<file path="config.mk">
export PLATFORM = sky130hd
export DESIGN_NAME = asi_top
export DESIGN_NICKNAME = d
export VERILOG_FILES = /design/src/asi_pkg.sv /design/src/asi_top.sv
export VERILOG_INCLUDE_DIRS = /design/src
export SDC_FILE = /design/constraint.sdc
export NUM_CORES = 1
export LEC_CHECK = 0
export BUFFER_PORTS_ARGS = -buffer_cell sky130_fd_sc_hd__buf_2
export CAP_MARGIN = 20
export CORE_MARGIN = 2
export CORE_UTILIZATION = 63
export CTS_CLUSTER_SIZE = 14
export DETAILED_ROUTE_END_ITERATION = 7
export PLACE_DENSITY_LB_ADDON = 0.08
export RECOVER_POWER = 25
export SKIP_LAST_GASP = 1
export SYNTH_ARGS = -nofsm -noshare
export SYNTH_HDL_FRONTEND = slang
export SYNTH_SLANG_ARGS = --single-unit
</file>
<file path="constraint.sdc">
create_clock -name MCLK -period 8.65 [get_ports MCLK]
set_input_delay 0.865 -clock MCLK [delete_from_list [all_inputs] [get_ports MCLK]]
set_output_delay 0.865 -clock MCLK [all_outputs]
set_load 0.05 [all_outputs]
</file>
<file path="src/asi_regs.svh">
// Register offsets, field positions, reset values and counts
`ifndef ASI_REGS_SVH
`define ASI_REGS_SVH
`define ASI_OFS_STATUS 8'h00
`define ASI_OFS_DATA 8'h04
`define ASI_OFS_RATE 8'h08
`define ASI_OFS_CTRL1 8'h0c
`define ASI_OFS_CTRL2 8'h10
`define ASI_ST_TXE 7
`define ASI_ST_TC 6
`define ASI_ST_RXF 5
`define ASI_ST_IDLE 4
`define ASI_ST_OVR 3
`define ASI_ST_NF 2
`define ASI_ST_FE 1
`define ASI_C1_RX9 7
`define ASI_C1_TX9 6
`define ASI_C1_LEN9 4
`define ASI_C1_WAKE 3
`define ASI_C2_TXEIE 7
`define ASI_C2_DONEIE 6
`define ASI_C2_RXIE 5
`define ASI_C2_QUIETIE 4
`define ASI_C2_TXON 3
`define ASI_C2_RXON 2
`define ASI_C2_MUTE 1
`define ASI_C2_BRK 0
`define ASI_RATE_PR_HI 7
`define ASI_RATE_PR_LO 6
`define ASI_RATE_TX_HI 5
`define ASI_RATE_TX_LO 3
`define ASI_RATE_RX_HI 2
`define ASI_RATE_RX_LO 0
`define ASI_CTRL1_RST 8'h00
`define ASI_CTRL2_RST 8'h00
`define ASI_RATE_RST 8'h00
`define ASI_HALF_PR1 12'h002
`define ASI_HALF_PR3 12'h006
`define ASI_HALF_PR4 12'h008
`define ASI_HALF_PR13 12'h01a
`define ASI_OVS_LAST 4'hf
`define ASI_OVS_MID 4'h8
`define ASI_FRAME8 4'ha
`define ASI_FRAME9 4'hb
`define ASI_RESP_OKAY 2'b00
`define ASI_RESP_SLVERR 2'b10
`endif

</file>
<file path="src/asi_pkg.sv">
// Types shared by the serial interface
package asi_pkg;
	typedef enum logic [1:0] {
		ASI_RX_HUNT = 2'b00,
		ASI_RX_START = 2'b01,
		ASI_RX_BITS = 2'b10
	} asi_rx_state_e;
endpackage

</file>
<file path="src/asi_top.sv">
// Asynchronous serial interface with AXI4-Lite register access
// Summary of operation
// - Word length 8 bits when length bit clear, 9 bits when set.
// - Output pin low during start bit, high during stop bit.
// - Idle character is a whole frame of ones without start bit.
// - Break control sends zero frames repeatedly, then one appended 1 bit.
// - Transmit LSB first; ninth bit comes from transmit ninth-bit control.
// - Data written while sending waits in holding buffer until frame ends.
// - Data written while idle starts at once and sets buffer-empty flag.
// - Buffer-empty interrupt when enabled; data waits while flag stays set.
// - Complete flag set after each frame; interrupts when enabled.
// - Status access then data write clears buffer-empty and complete flags.
// - Enabling transmitter sends idle frame first; re-enable drops buffer.
// - Receive LSB first; ninth received bit goes to receive ninth bit.
// - Completed character fills buffer, sets full flag, may interrupt.
// - Status access then data read clears full flag before next character.
// - Received break counts as framing error.
// - Idle frame detection sets idle flag and may interrupt.
// - Character while full sets overrun, keeps buffer, may interrupt.
// - Noise sets noise flag with full flag; cleared by status/data read.
// - Missing stop bit sets framing error; cleared by status/data read.
// - Rate is clock / 32 / prescaler / own power of two.
// - Muted receiver sets no status flags and raises no receive interrupts.
// - Mute wakes on idle frame when wake bit clear, on word with MSB set when set.
// - Enabled idle transmitter rests high; disabled returns pin to port.
// - Receiver disable clears receive flags; enable starts start-bit search.
`timescale 1ns/100ps
`include "asi_regs.svh"
`default_nettype none
module asi_top (
	input wire logic MCLK,
	input wire logic RST,
	input wire logic [7:0] AWADDR,
	input wire logic AWVALID,
	output logic AWREADY,
	input wire logic [31:0] WDATA,
	input wire logic [3:0] WSTRB,
	input wire logic WVALID,
	output logic WREADY,
	output logic [1:0] BRESP,
	output logic BVALID,
	input wire logic BREADY,
	input wire logic [7:0] ARADDR,
	input wire logic ARVALID,
	output logic ARREADY,
	output logic [31:0] RDATA,
	output logic [1:0] RRESP,
	output logic RVALID,
	input wire logic RREADY,
	input wire logic CPU_IRQ_MASK,
	input wire logic SERIAL_IN_PIN,
	output logic TX_PIN,
	output logic TX_PIN_OE,
	output logic IRQ
);
	logic aw_got, w_got;
	logic [7:0] aw_addr;
	logic [7:0] w_byte;
	logic w_lane;
	logic [7:0] ctrl1, ctrl2, rate;
	logic status_seen;
	logic tx_buffer_empty_flag, tc, hold_full, pre_pend, last_brk, tx_on_d;
	logic [8:0] hold;
	logic [11:0] tx_shift;
	logic [3:0] tx_left, tx_sub;
	logic rx_full, idle_flag, overrun, noise_flag, fe, mute, rx9;
	logic [7:0] rx_buf;
	logic [11:0] tx_cnt, rx_cnt;
	logic tx_tick, rx_tick;
	asi_pkg::asi_rx_state_e rx_state;
	logic [3:0] rx_sub, rx_idx;
	logic [9:0] rx_shift;
	logic [1:0] votes;
	logic rx_noise, rx_fin, rx_line, idle_armed, idle_evt;
	logic [7:0] idle_cnt;
	logic wr_go, wr_data, wr_ctrl1, wr_ctrl2, wr_rate, rd_go;
	logic rd_status, rd_data, tx_on, rx_on, len9, frame_bit;
	logic [3:0] frame_len;
	logic [8:0] rx_word;
	logic [11:0] tx_per, rx_per;
	logic [31:0] next_rdata;
	logic [1:0] next_rresp;
	logic next_irq;

	function automatic logic [11:0] half_per(input logic [1:0] sel,
		input logic [2:0] ex);
		logic [11:0] p;
		case (sel)
			2'b00: p = `ASI_HALF_PR1;
			2'b01: p = `ASI_HALF_PR3;
			2'b10: p = `ASI_HALF_PR4;
			default: p = `ASI_HALF_PR13;
		endcase
		half_per = p << ex;
	endfunction

	assign tx_on = ctrl2[`ASI_C2_TXON];
	assign rx_on = ctrl2[`ASI_C2_RXON];
	assign len9 = ctrl1[`ASI_C1_LEN9];
	assign frame_len = len9 ? `ASI_FRAME9 : `ASI_FRAME8;
	assign wr_go = aw_got && w_got && !BVALID;
	assign wr_data = wr_go && aw_addr == `ASI_OFS_DATA && w_lane;
	assign wr_ctrl1 = wr_go && aw_addr == `ASI_OFS_CTRL1 && w_lane;
	assign wr_ctrl2 = wr_go && aw_addr == `ASI_OFS_CTRL2 && w_lane;
	assign wr_rate = wr_go && aw_addr == `ASI_OFS_RATE && w_lane;
	assign rd_go = ARVALID && ARREADY;
	assign rd_status = rd_go && ARADDR == `ASI_OFS_STATUS;
	assign rd_data = rd_go && ARADDR == `ASI_OFS_DATA;

	// Write address and data capture
	always_ff @(posedge MCLK) begin
		if (RST) begin
			aw_got <= 1'b0;
			w_got <= 1'b0;
			aw_addr <= 8'h00;
			w_byte <= 8'h00;
			w_lane <= 1'b0;
			AWREADY <= 1'b1;
			WREADY <= 1'b1;
			BVALID <= 1'b0;
			BRESP <= `ASI_RESP_OKAY;
		end else begin
			if (AWVALID && AWREADY) begin
				aw_got <= 1'b1;
				aw_addr <= AWADDR;
				AWREADY <= 1'b0;
			end
			if (WVALID && WREADY) begin
				w_got <= 1'b1;
				w_byte <= WDATA[7:0];
				w_lane <= WSTRB[0];
				WREADY <= 1'b0;
			end
			if (wr_go) begin
				aw_got <= 1'b0;
				w_got <= 1'b0;
				BVALID <= 1'b1;
				case (aw_addr)
					`ASI_OFS_STATUS, `ASI_OFS_DATA, `ASI_OFS_RATE,
					`ASI_OFS_CTRL1, `ASI_OFS_CTRL2: BRESP <= `ASI_RESP_OKAY;
					default: BRESP <= `ASI_RESP_SLVERR;
				endcase
			end
			if (BVALID && BREADY) begin
				BVALID <= 1'b0;
				AWREADY <= 1'b1;
				WREADY <= 1'b1;
			end
		end
	end

	// Read mux
	always_comb begin
		next_rdata = 32'h00000000;
		next_rresp = `ASI_RESP_OKAY;
		case (ARADDR)
			`ASI_OFS_STATUS: next_rdata[7:0] = {tx_buffer_empty_flag, tc, rx_full, idle_flag,
				overrun, noise_flag, fe, 1'b0};
			`ASI_OFS_DATA: next_rdata[7:0] = rx_buf;
			`ASI_OFS_RATE: next_rdata[7:0] = rate;
			`ASI_OFS_CTRL1: next_rdata[7:0] = {rx9, ctrl1[6:0]};
			`ASI_OFS_CTRL2: next_rdata[7:0] = {ctrl2[7:2], mute, ctrl2[0]};
			default: next_rresp = `ASI_RESP_SLVERR;
		endcase
	end

	// Read channel
	always_ff @(posedge MCLK) begin
		if (RST) begin
			ARREADY <= 1'b1;
			RVALID <= 1'b0;
			RDATA <= 32'h00000000;
			RRESP <= `ASI_RESP_OKAY;
		end else if (rd_go) begin
			ARREADY <= 1'b0;
			RVALID <= 1'b1;
			RDATA <= next_rdata;
			RRESP <= next_rresp;
		end else if (RVALID && RREADY) begin
			RVALID <= 1'b0;
			ARREADY <= 1'b1;
		end
	end

	// Control registers
	always_ff @(posedge MCLK) begin
		if (RST) begin
			ctrl1 <= `ASI_CTRL1_RST;
			ctrl2 <= `ASI_CTRL2_RST;
			rate <= `ASI_RATE_RST;
		end else begin
			if (wr_ctrl1)
				ctrl1 <= {1'b0, w_byte[6], 1'b0, w_byte[4:3], 3'b000};
			if (wr_ctrl2)
				ctrl2 <= w_byte;
			if (wr_rate)
				rate <= w_byte;
		end
	end

	always_ff @(posedge MCLK) begin
		if (RST)
			status_seen <= 1'b0;
		else if (rd_status)
			status_seen <= 1'b1;
		else if (wr_data || rd_data)
			status_seen <= 1'b0;
	end

	assign tx_per = half_per(rate[`ASI_RATE_PR_HI:`ASI_RATE_PR_LO],
		rate[`ASI_RATE_TX_HI:`ASI_RATE_TX_LO]);
	assign rx_per = half_per(rate[`ASI_RATE_PR_HI:`ASI_RATE_PR_LO],
		rate[`ASI_RATE_RX_HI:`ASI_RATE_RX_LO]);
	always_ff @(posedge MCLK) begin
		if (RST) begin
			tx_cnt <= 12'h000;
			rx_cnt <= 12'h000;
			tx_tick <= 1'b0;
			rx_tick <= 1'b0;
		end else begin
			tx_tick <= tx_cnt == tx_per - 12'h001;
			rx_tick <= rx_cnt == rx_per - 12'h001;
			tx_cnt <= (tx_cnt >= tx_per - 12'h001) ? 12'h000 : tx_cnt + 12'h001;
			rx_cnt <= (rx_cnt >= rx_per - 12'h001) ? 12'h000 : rx_cnt + 12'h001;
		end
	end

	// Transmitter and its flags
	always_ff @(posedge MCLK) begin
		if (RST) begin
			tx_buffer_empty_flag <= 1'b1;
			tc <= 1'b1;
			hold <= 9'h000;
			hold_full <= 1'b0;
			pre_pend <= 1'b0;
			last_brk <= 1'b0;
			tx_on_d <= 1'b0;
			tx_shift <= 12'hfff;
			tx_left <= 4'h0;
			tx_sub <= 4'h0;
		end else begin
			tx_on_d <= tx_on;
			if (wr_data) begin
				hold <= {ctrl1[`ASI_C1_TX9], w_byte};
				hold_full <= 1'b1;
				if (status_seen) begin
					tx_buffer_empty_flag <= 1'b0;
					tc <= 1'b0;
				end
			end
			if (tx_on && !tx_on_d) begin
				pre_pend <= 1'b1;
				hold_full <= 1'b0;
			end
			if (tx_left != 4'h0) begin
				if (tx_tick) begin
					tx_sub <= tx_sub + 4'h1;
					if (tx_sub == `ASI_OVS_LAST) begin
						tx_shift <= {1'b1, tx_shift[11:1]};
						tx_left <= tx_left - 4'h1;
						if (tx_left == 4'h1)
							tc <= 1'b1;
					end
				end
			end else if (tx_on && tx_on_d) begin
				tx_sub <= 4'h0;
				if (pre_pend) begin
					tx_shift <= 12'hfff;
					tx_left <= frame_len;
					pre_pend <= 1'b0;
				end else if (ctrl2[`ASI_C2_BRK]) begin
					tx_shift <= 12'h000;
					tx_left <= frame_len;
					last_brk <= 1'b1;
				end else if (last_brk) begin
					tx_shift <= 12'hfff;
					tx_left <= 4'h1;
					last_brk <= 1'b0;
				end else if (hold_full && !tx_buffer_empty_flag) begin
					tx_shift <= len9 ? {2'b11, hold, 1'b0}
						: {3'b111, hold[7:0], 1'b0};
					tx_left <= frame_len;
					hold_full <= 1'b0;
					tx_buffer_empty_flag <= 1'b1;
				end
			end
		end
	end

	// pin rests high, released when off
	always_ff @(posedge MCLK) begin
		if (RST) begin
			TX_PIN <= 1'b1;
			TX_PIN_OE <= 1'b0;
		end else begin
			TX_PIN <= (tx_left != 4'h0) ? tx_shift[0] : 1'b1;
			TX_PIN_OE <= tx_on;
		end
	end

	assign frame_bit = (votes + {1'b0, rx_line}) >= 2'd2;

	// Receiver shifter
	always_ff @(posedge MCLK) begin
		if (RST) begin
			rx_line <= 1'b1;
			rx_state <= asi_pkg::ASI_RX_HUNT;
			rx_sub <= 4'h0;
			rx_idx <= 4'h0;
			rx_shift <= 10'h000;
			votes <= 2'b00;
			rx_noise <= 1'b0;
			rx_fin <= 1'b0;
			idle_cnt <= 8'h00;
			idle_armed <= 1'b1;
			idle_evt <= 1'b0;
		end else begin
			rx_line <= SERIAL_IN_PIN;
			rx_fin <= 1'b0;
			idle_evt <= 1'b0;
			if (!rx_on) begin
				rx_state <= asi_pkg::ASI_RX_HUNT;
				idle_cnt <= 8'h00;
				idle_armed <= 1'b1;
			end else if (rx_tick) begin
				case (rx_state)
					asi_pkg::ASI_RX_HUNT: begin
						rx_sub <= 4'h0;
						rx_idx <= 4'h0;
						votes <= 2'b00;
						rx_noise <= 1'b0;
						if (!rx_line) begin
							rx_state <= asi_pkg::ASI_RX_START;
							idle_cnt <= 8'h00;
						end else if (idle_cnt == {frame_len, 4'h0} - 8'h01) begin
							idle_evt <= idle_armed;
							idle_armed <= 1'b0;
						end else begin
							idle_cnt <= idle_cnt + 8'h01;
						end
					end
					asi_pkg::ASI_RX_START: begin
						rx_sub <= rx_sub + 4'h1;
						if (rx_sub == `ASI_OVS_MID && rx_line)
							rx_state <= asi_pkg::ASI_RX_HUNT;
						else if (rx_sub == `ASI_OVS_LAST)
							rx_state <= asi_pkg::ASI_RX_BITS;
					end
					asi_pkg::ASI_RX_BITS: begin
						rx_sub <= rx_sub + 4'h1;
						if (rx_sub == `ASI_OVS_MID - 4'h1 || rx_sub == `ASI_OVS_MID)
							votes <= votes + {1'b0, rx_line};
						if (rx_sub == `ASI_OVS_MID + 4'h1) begin
							rx_shift <= {frame_bit, rx_shift[9:1]};
							if (votes + {1'b0, rx_line} != 2'd0
								&& votes + {1'b0, rx_line} != 2'd3)
								rx_noise <= 1'b1;
						end
						if (rx_sub == `ASI_OVS_LAST) begin
							votes <= 2'b00;
							rx_idx <= rx_idx + 4'h1;
							if (rx_idx == frame_len - 4'h2) begin
								rx_state <= asi_pkg::ASI_RX_HUNT;
								rx_fin <= 1'b1;
								idle_armed <= 1'b1;
							end
						end
					end
					default: rx_state <= asi_pkg::ASI_RX_HUNT;
				endcase
			end
		end
	end

	assign rx_word = len9 ? rx_shift[8:0] : {1'b0, rx_shift[8:1]};

	// Receive flags and mute
	always_ff @(posedge MCLK) begin
		if (RST) begin
			rx_full <= 1'b0;
			idle_flag <= 1'b0;
			overrun <= 1'b0;
			noise_flag <= 1'b0;
			fe <= 1'b0;
			mute <= 1'b0;
			rx9 <= 1'b0;
			rx_buf <= 8'h00;
		end else begin
			if (wr_ctrl2)
				mute <= w_byte[`ASI_C2_MUTE];
			if (rd_data && status_seen) begin
				rx_full <= 1'b0;
				idle_flag <= 1'b0;
				overrun <= 1'b0;
				noise_flag <= 1'b0;
				fe <= 1'b0;
			end
			if (!rx_on) begin
				rx_full <= 1'b0;
				idle_flag <= 1'b0;
				overrun <= 1'b0;
				noise_flag <= 1'b0;
				fe <= 1'b0;
			end else if (idle_evt) begin
				if (mute) begin
					if (!ctrl1[`ASI_C1_WAKE])
						mute <= 1'b0;
				end else begin
					idle_flag <= 1'b1;
				end
			end else if (rx_fin && (!mute
				|| (ctrl1[`ASI_C1_WAKE] && rx_shift[8]))) begin
				// muted word sets nothing unless it wakes
				mute <= 1'b0;
				if (rx_full) begin
					overrun <= 1'b1;
				end else begin
					rx_full <= 1'b1;
					rx_buf <= rx_word[7:0];
					rx9 <= rx_word[8];
					noise_flag <= rx_noise;
					fe <= !rx_shift[9];
				end
			end
		end
	end

	assign next_irq = !CPU_IRQ_MASK && ((tx_buffer_empty_flag && ctrl2[`ASI_C2_TXEIE])
		|| (tc && ctrl2[`ASI_C2_DONEIE])
		|| (!mute && (rx_full || overrun) && ctrl2[`ASI_C2_RXIE])
		|| (!mute && idle_flag && ctrl2[`ASI_C2_QUIETIE]));
	always_ff @(posedge MCLK) begin
		if (RST)
			IRQ <= 1'b0;
		else
			IRQ <= next_irq;
	end
endmodule // asi_top
`default_nettype wire

</file>
# After elaboration in Yosys (flattened, before gate mapping)
# Index checks and enable logic that the tools add are counted.
word_totals:
  reg_bits: 169
  latch_bits: 0
  mem_bits_rw: 0
  rom_bits: 0
  in_bits: 61
  out_inout_bits: 44
  word_cells: 302
  mem_count: 0
classes:
  n_addsub: 12
  multipliers: 0
  n_div: 0
  n_lt_le_gt_ge: 3
  n_eq_ne: 35
  shifts: 2
  n_mux: 107
  bitwise_logic: 11
  n_reduce_logical: 80
op_table:
  columns: ["operator", "n"]
  rows:
  - ["$mux W12", 8]
  - ["$mux W1", 66]
  - ["$mux W4", 12]
  - ["$pmux W8 S5", 1]
  - ["$eq A8 B4 Y1 const B", 4]
  - ["$logic_and A1 B1 Y1", 32]
  - ["$add A12 B1 Y12 const B", 2]
  - ["$eq A12 B12 Y1", 2]
  - ["$ge A12 B12 Y1", 2]
  - ["$shl A12 B3 Y12", 2]
  - ["$sub A12 B1 Y12 const B", 2]
  - ["$ne A2 B2 Y1 const B", 10]
  - ["$reduce_and A4 Y1", 5]
  - ["$mux W2", 9]
  - ["$eq A4 B4 Y1 const B", 4]
  - ["$eq A8 B3 Y1 const B", 2]
  - ["$eq A8 B5 Y1 const B", 2]
  - ["$logic_not A8 Y1", 2]
  - ["$mux W8", 2]
  - ["$pmux W4 S2", 2]
  - ["$pmux W5 S3", 1]
  - ["$reduce_or A5 Y1", 3]
  - ["$reduce_or A2 Y1", 7]
  - ["$add A4 B1 Y4 const B", 3]
  - ["other kinds (31)", 65]

# Depth between registers and ports, before layout
logic_depth:
  word_depth: 12
  ltp_mapped: 19
  depth_no_buf: 15

# Worst setup path after synthesis
# Ideal clock, no wire load.
synth_path:
  kind: "register to register"
  startpoint: "reg rate[7]"
  endpoint: "reg rx_cnt[10]"
  setup_ns: 0.128
  t_arrival_ns: 3.682
  required_ns: 8.522
  path_slack_ns: 4.840
  stages_incl_launch_ff: 20
  path_buffers: 5
  synth_period_minus_slack_ns: 3.810
  cell_sequence: "dfxtp_1 -> clkbuf_1 -> clkbuf_1 -> buf_1 -> o21ai_0 -> nand2_1 -> ha_1 -> clkbuf_1 -> nand2b_1 -> o21a_1 -> o22ai_1 -> nand2_1 -> and3_1 -> ha_1 -> nand4_1 -> or2_2 -> o22ai_1 -> or4_1 -> clkbuf_1 -> nor2_1"
synth_via:
  elab_chain_cells: 6
  word_cells_on_any_way: 8
  classes_between: "add/sub: 1; order compare: 1; eq/ne: 2; shift: 1; mux: 1; reduce/logical: 2"
synth_rtl:
  columns: ["element", "line", "text"]
  rows:
  - ["start, declared", "asi_top.sv:60", "logic [7:0] ctrl1, ctrl2, rate;"]
  - ["start signal, assigned", "asi_top.sv:190", "rate <= `ASI_RATE_RST;"]
  - ["start signal, assigned", "asi_top.sv:197", "rate <= w_byte;"]
  - ["$eq A2 B2 Y1, or another cell as far along", "asi_top.sv:88", "case (sel)"]
  - ["$pmux W5 S3 (*)", "asi_top.sv:88", null]
  - ["$shl A12 B3 Y12 (*)", "asi_top.sv:94", "half_per = p << ex;"]
  - ["$sub A12 B1 Y12 (*)", "asi_top.sv:224", "rx_cnt <= (rx_cnt >= rx_per - 12'h001) ? 12'h000 : rx_cnt + 12'h001;"]
  - ["$ge A12 B12 Y1 (*)", "asi_top.sv:224", null]
  - ["$reduce_or A2 Y1 (no source line) (*)", null, null]
  - ["end signal, assigned", "asi_top.sv:224", null]
  - ["end, declared", "asi_top.sv:68", "logic [11:0] tx_cnt, rx_cnt;"]
# Every way passes the cells marked *; elsewhere a longest branch is shown, timed or not.
# A chain may end at the register's enable or synchronous reset.

# Worst setup path after layout
layout_path:
  startpoint: "in RST"
  endpoint: "reg overrun"
layout_via:
  elab_chain_cells: 1
layout_rtl:
  columns: ["element", "line", "text"]
  rows:
  - ["start, declared", "asi_top.sv:32", "input wire logic RST,"]
  - ["$reduce_or A2 Y1 (no source line)", null, null]
  - ["end signal, assigned", "asi_top.sv:382", "overrun <= 1'b0;"]
  - ["end signal, assigned", "asi_top.sv:394", "overrun <= 1'b0;"]
  - ["end signal, assigned", "asi_top.sv:401", "overrun <= 1'b0;"]
  - ["end, declared", "asi_top.sv:66", "logic rx_full, idle_flag, overrun, noise_flag, fe, mute, rx9;"]
# Every way passes these cells.

==> impl.org <==
** Status
- The run finished, with violations left.
- The final reports fail on capacitance limit, slew limit.

** Cells and area
- Summing all flip-flop and latch instances after layout gives 0.00332 mm^2.
- Cells with a size suffix above 1 make up 8.94% of the layout.
- In the final layout, the multi-input gates occupy 0.00491 mm^2.
- Area delta synth->final :: 8.69%
- Share of the core filled with cells :: 70.7%
- 0 antenna diodes ended up in the layout.
- Fill cells in the final layout number 1101.
- Number of nets in the layout :: 1173

** Worst hold path
- Worst hold endpoint :: hold[6]$_SDFFE_PP0P_
- Class of the worst hold path :: reg -> reg
- The startpoint identified for the worst hold timing path is hold[6]$_SDFFE_PP0P_.
- Cell count of the worst hold path :: 2

** Timing
- Dividing the final minimum period by the clock period gives 59.7%.
- Final-report hold violation count :: 0
- Count of final setup violators :: 0
- Across the routed clock network, the largest skew measured is 0.00821 ns.
- Setup repair after global routing left no endpoint under its margin.
- Summed over all failing endpoints, the final setup total negative slack is 0 ns.
- Across all hold checks on the routed design, the worst slack comes to 0.449 ns.
- Slew Viols, Final :: 125
- Timing would allow up to 0.194 GHz.
- Once routing completed, OpenROAD measured the worst setup slack at 3.49 ns.
- Relative slew slack :: -138%
- After layout, the minimum clock period comes to 5.16 ns.
- Actual transition at the worst max-transition pin :: 3.57 ns

** Power and ir drop
- P_sw :: 0.432 mW
- Leakage power of the design :: 3.51 nW
- Total power for the finished layout comes to 1.71 mW.
- The share of total power dissipated in the clock network is 43.5%.
- Internal power component :: 1.27 mW
- Switching power as a share of total power :: 25.3%
- Sequential Power Share :: 47.6%
- Maximum vdd ir drop :: 0.000166 V
- Power per cell area :: 180 mW/mm^2
- Logic pwr share :: 8.9%

** Detailed routing
- Vias per inst :: 5.79
- Total via count in the routed design :: 7304
- The count of nets left with antenna violations once routing finished came out at 0.
- Number of optimization iterations in the first detailed-route pass :: 5
- Post-DR wirelength/cell :: 15.3 um
- DRT iter0 DRCs :: 689
- The routed design has 19.2 mm of wire.
- DRC :: 0

** Setup path
- STA puts the critical path data arrival time at 5.48 ns.
- For the worst flop-to-flop path, the logic depth is 11.
- Beginning of the worst register-to-register path :: rate[2]$_SDFFE_PP0P_
- In this design, the critical path's most frequently occurring cell is clkbuf_1.
- STA classifies the critical path startpoint as a primary input.
- The signal on the critical path passes through clkbuf_1 > clkbuf_1 > nand2b_1 > a31oi_1 > a32o_1.
- In this design, the stage delay of the slowest critical-path cell is 2.59 ns.
- The critical path is of the in -> reg type.
- Endpoint type of the worst setup path :: register
- Crit path required time :: 8.97 ns
- Endpoint of the worst register-to-register path :: rx_cnt[3]$_SDFF_PP0_
- Across all register-to-register paths, the minimum setup slack is 4.83 ns.
- On the critical path, the stage with the largest delay is an instance of clkbuf_1.
- CP Max Fanout :: 84

** Placement
- At the end of routability-driven placement, the weighted congestion stood at 0.868.
- Port Buffers :: 51
- Detailed-placement wirelength estimate :: 12.8 mm
- Dpl ws :: 4.87 ns

** Yosys
- Fraction of post-synthesis cell area in the top cell type by area :: 38.1%
- Summing the sequential cell areas from Yosys gives 38.1% of the chip area.
- Counting distinct cell types in the post-synthesis netlist gives 64.
- Count of flip-flops with a built-in enable after synthesis :: 0
- Synth Register Bits :: 166
- Asr flop ratio synth :: 0%
- The synthesized netlist occupies a cell area of 0.00871 mm^2.
- Post-synth top flop :: dfxtp_1
- During synthesis, Yosys emitted a total of 0 warnings.
- Dividing the synthesized area by the synthesized cell count gives 8.24 um^2.
- Number of instances in the synthesized netlist :: 1058
- dfxtp_1 takes more of the synthesized area than any other cell.
- Sorting the synthesized cells by area gives the leading types as dfxtp_1 (38%), ha_1 (5.7%), nor2_1 (5.6%).

** CTS
- Gates resized during post-CTS repair numbered 0.
- CTS placed an instance of clkbuf_16 at the clock tree root.
- Number of clock sinks :: 166
- # hold bufs at CTS :: 0
- Clock-pin slew was measured on the worst setup and hold paths at 0.06 ns.
- Number of clock buffers inserted by TritonCTS :: 17
- The number of setup buffers added after CTS is 0.
- The clock tree synthesis step divided the H-tree into 4 levels.
- TritonCTS built the clock tree.
- At the later pin of the worst-skew pair, clock insertion delay measures 0.43 ns.
- Clock buffer depth :: 2

** Floorplanning
- Rows :: 42
- The core region is 0.0134 mm^2.
- The die is 122 um tall.
- Die ar. :: 0.0148 mm^2
- Effective utilization at floorplan :: 65.0%
- Measured along the x axis, the die boundary spans 122 um.
- I/O pin count :: 105

** Flow run
- Number of max-cap violations :: 2

** Global routing
- Vias in the first global route :: 6431
- For this run, the total global-route usage over all layers was measured as 26.4%.
- Antenna violations before repair :: 0
- Grt total ovfl :: 0
- Global-route wire length before repair :: 31.5 mm
- Entering global routing, the biggest net connects 85 pins.
layout by cell type, fill, tap and decap left out, types with 6 or more instances in the layout:
cell type | synthesis | final
a211o_1 | 12 | 12
a211oi_1 | 11 | 11
a21o_1 | 8 | 8
a21oi_1 | 74 | 73
a22oi_1 | 6 | 6
a31oi_1 | 12 | 12
buf_2 | 2 | 39
buf_4 | 26 | 6
clkbuf_1 | 50 | 15
clkbuf_16 | 0 | 17
clkbuf_8 | 0 | 6
conb_1 | 1 | 26
dfxtp_1 | 166 | 166
ha_1 | 40 | 40
inv_1 | 38 | 38
mux2i_1 | 43 | 43
nand2_1 | 102 | 102
nand2b_1 | 22 | 22
nand3_1 | 38 | 38
nand3b_1 | 9 | 9
nand4_1 | 25 | 25
nor2_1 | 131 | 131
nor2b_1 | 21 | 21
nor3_1 | 20 | 20
nor3b_1 | 8 | 7
nor4_1 | 7 | 7
o21ai_0 | 44 | 44
o22ai_1 | 15 | 15
xnor2_1 | 18 | 18
xor2_1 | 17 | 17
cells by family (layout without fill, tap and decap cells):
group	count (synthesis)	after routing	synth area share [%]
flip-flops	166	166	38.1
XOR/XNOR	35	35	3.52
buffers and inverters	126	128	6.66
AND/OR/NAND/NOR	421	421	23.8
multiplexers	51	51	6.49
AO/OA/AOI/OAI	218	218	15.6
other	1	26	0.0430
adder cells (fa/ha/maj)	40	40	5.74
critical path, delay by kind of cell:
kind / cells / cell delay (ns)
compound gates: 2 / 0.38
buf+inv: 2 / 3.82
simple gates: 1 / 0.35
registers in the layout, summed over array words and instances, names as in the netlist, 7 cells and up:
name and cells:
rx_buf 8, ctrl2 7, idle_cnt 8, tx_cnt 12, rate 8, tx_shift 12
rx_shift 10, w_byte 8, RDATA 8, hold 9, aw_addr 8, rx_cnt 12
how the worst max path moves through the flow:
stage | slack, ns | startpoint | endpoint
after floorplan | 4.84 | rate[7]$_SDFFE_PP0P_ | rx_cnt[10]$_SDFF_PP0_
after global placement | 4.85 | rate[0]$_SDFFE_PP0P_ | rx_cnt[2]$_SDFF_PP0_
after detailed placement | 4.87 | rate[3]$_SDFFE_PP0P_ | tx_cnt[3]$_SDFF_PP0_
after CTS | 4.84 | rate[0]$_SDFFE_PP0P_ | rx_cnt[3]$_SDFF_PP0_
after global routing | 3.01 | RST | overrun$_SDFF_PP0_
final | 3.49 | RST | overrun$_SDFF_PP0_
per-layer routing:
metal  global-route usage [%]  wire (um)  vias up
met5                        0          0        -
met3                     5.29        936       20
met1                     37.2       9410     3407
met2                     41.7       8720      185
met4                     6.90        183        0
li1                         -          -     3692
synth_stat cells, types with 6 or more instances:
cell type	number
o22ai_1	15
nand2_1	102
nand3b_1	9
nor3_1	20
xnor2_1	18
a211o_1	12
nand4_1	25
buf_4	26
nor4_1	7
nor3b_1	8
xor2_1	17
nor2_1	131
a21oi_1	74
mux2i_1	43
nor2b_1	21
buf_1	9
ha_1	40
a211oi_1	11
clkbuf_1	50
a21o_1	8
o21ai_0	44
nand2b_1	22
a22oi_1	6
nand3_1	38
dfxtp_1	166
a31oi_1	12
inv_1	38
layout make-up:
type                    instances  area share [%]
inverters                      38            1.51
repair buffers                 58            3.05
flip-flops and latches        166            35.1
clock inverters                 7           0.713
clock buffers                  25            5.44
multi-input cells             791            51.9
well taps                     176            2.32
metrics by stage:
step           cell area [um^2]  cells
6_report                   9470   1261
5_1_grt                    9470   1261
4_1_cts                    9490   1261
3_5_place_dp               8910   1229
3_3_place_gp               8910   1229
2_1_floorplan              8810   1083
power by group through the flow:
stage | logic (mW) | clock network, mW | registers [mW]
3_5_place_dp | 0.151 | 0 | 0.828
4_1_cts | 0.153 | 0.752 | 0.811
2_1_floorplan | 0.128 | 0 | 0.825
3_3_place_gp | 0.150 | 0 | 0.828
5_1_grt | 0.171 | 0.784 | 0.816
6_report | 0.153 | 0.742 | 0.812
(Power assumes the default switching activity.)
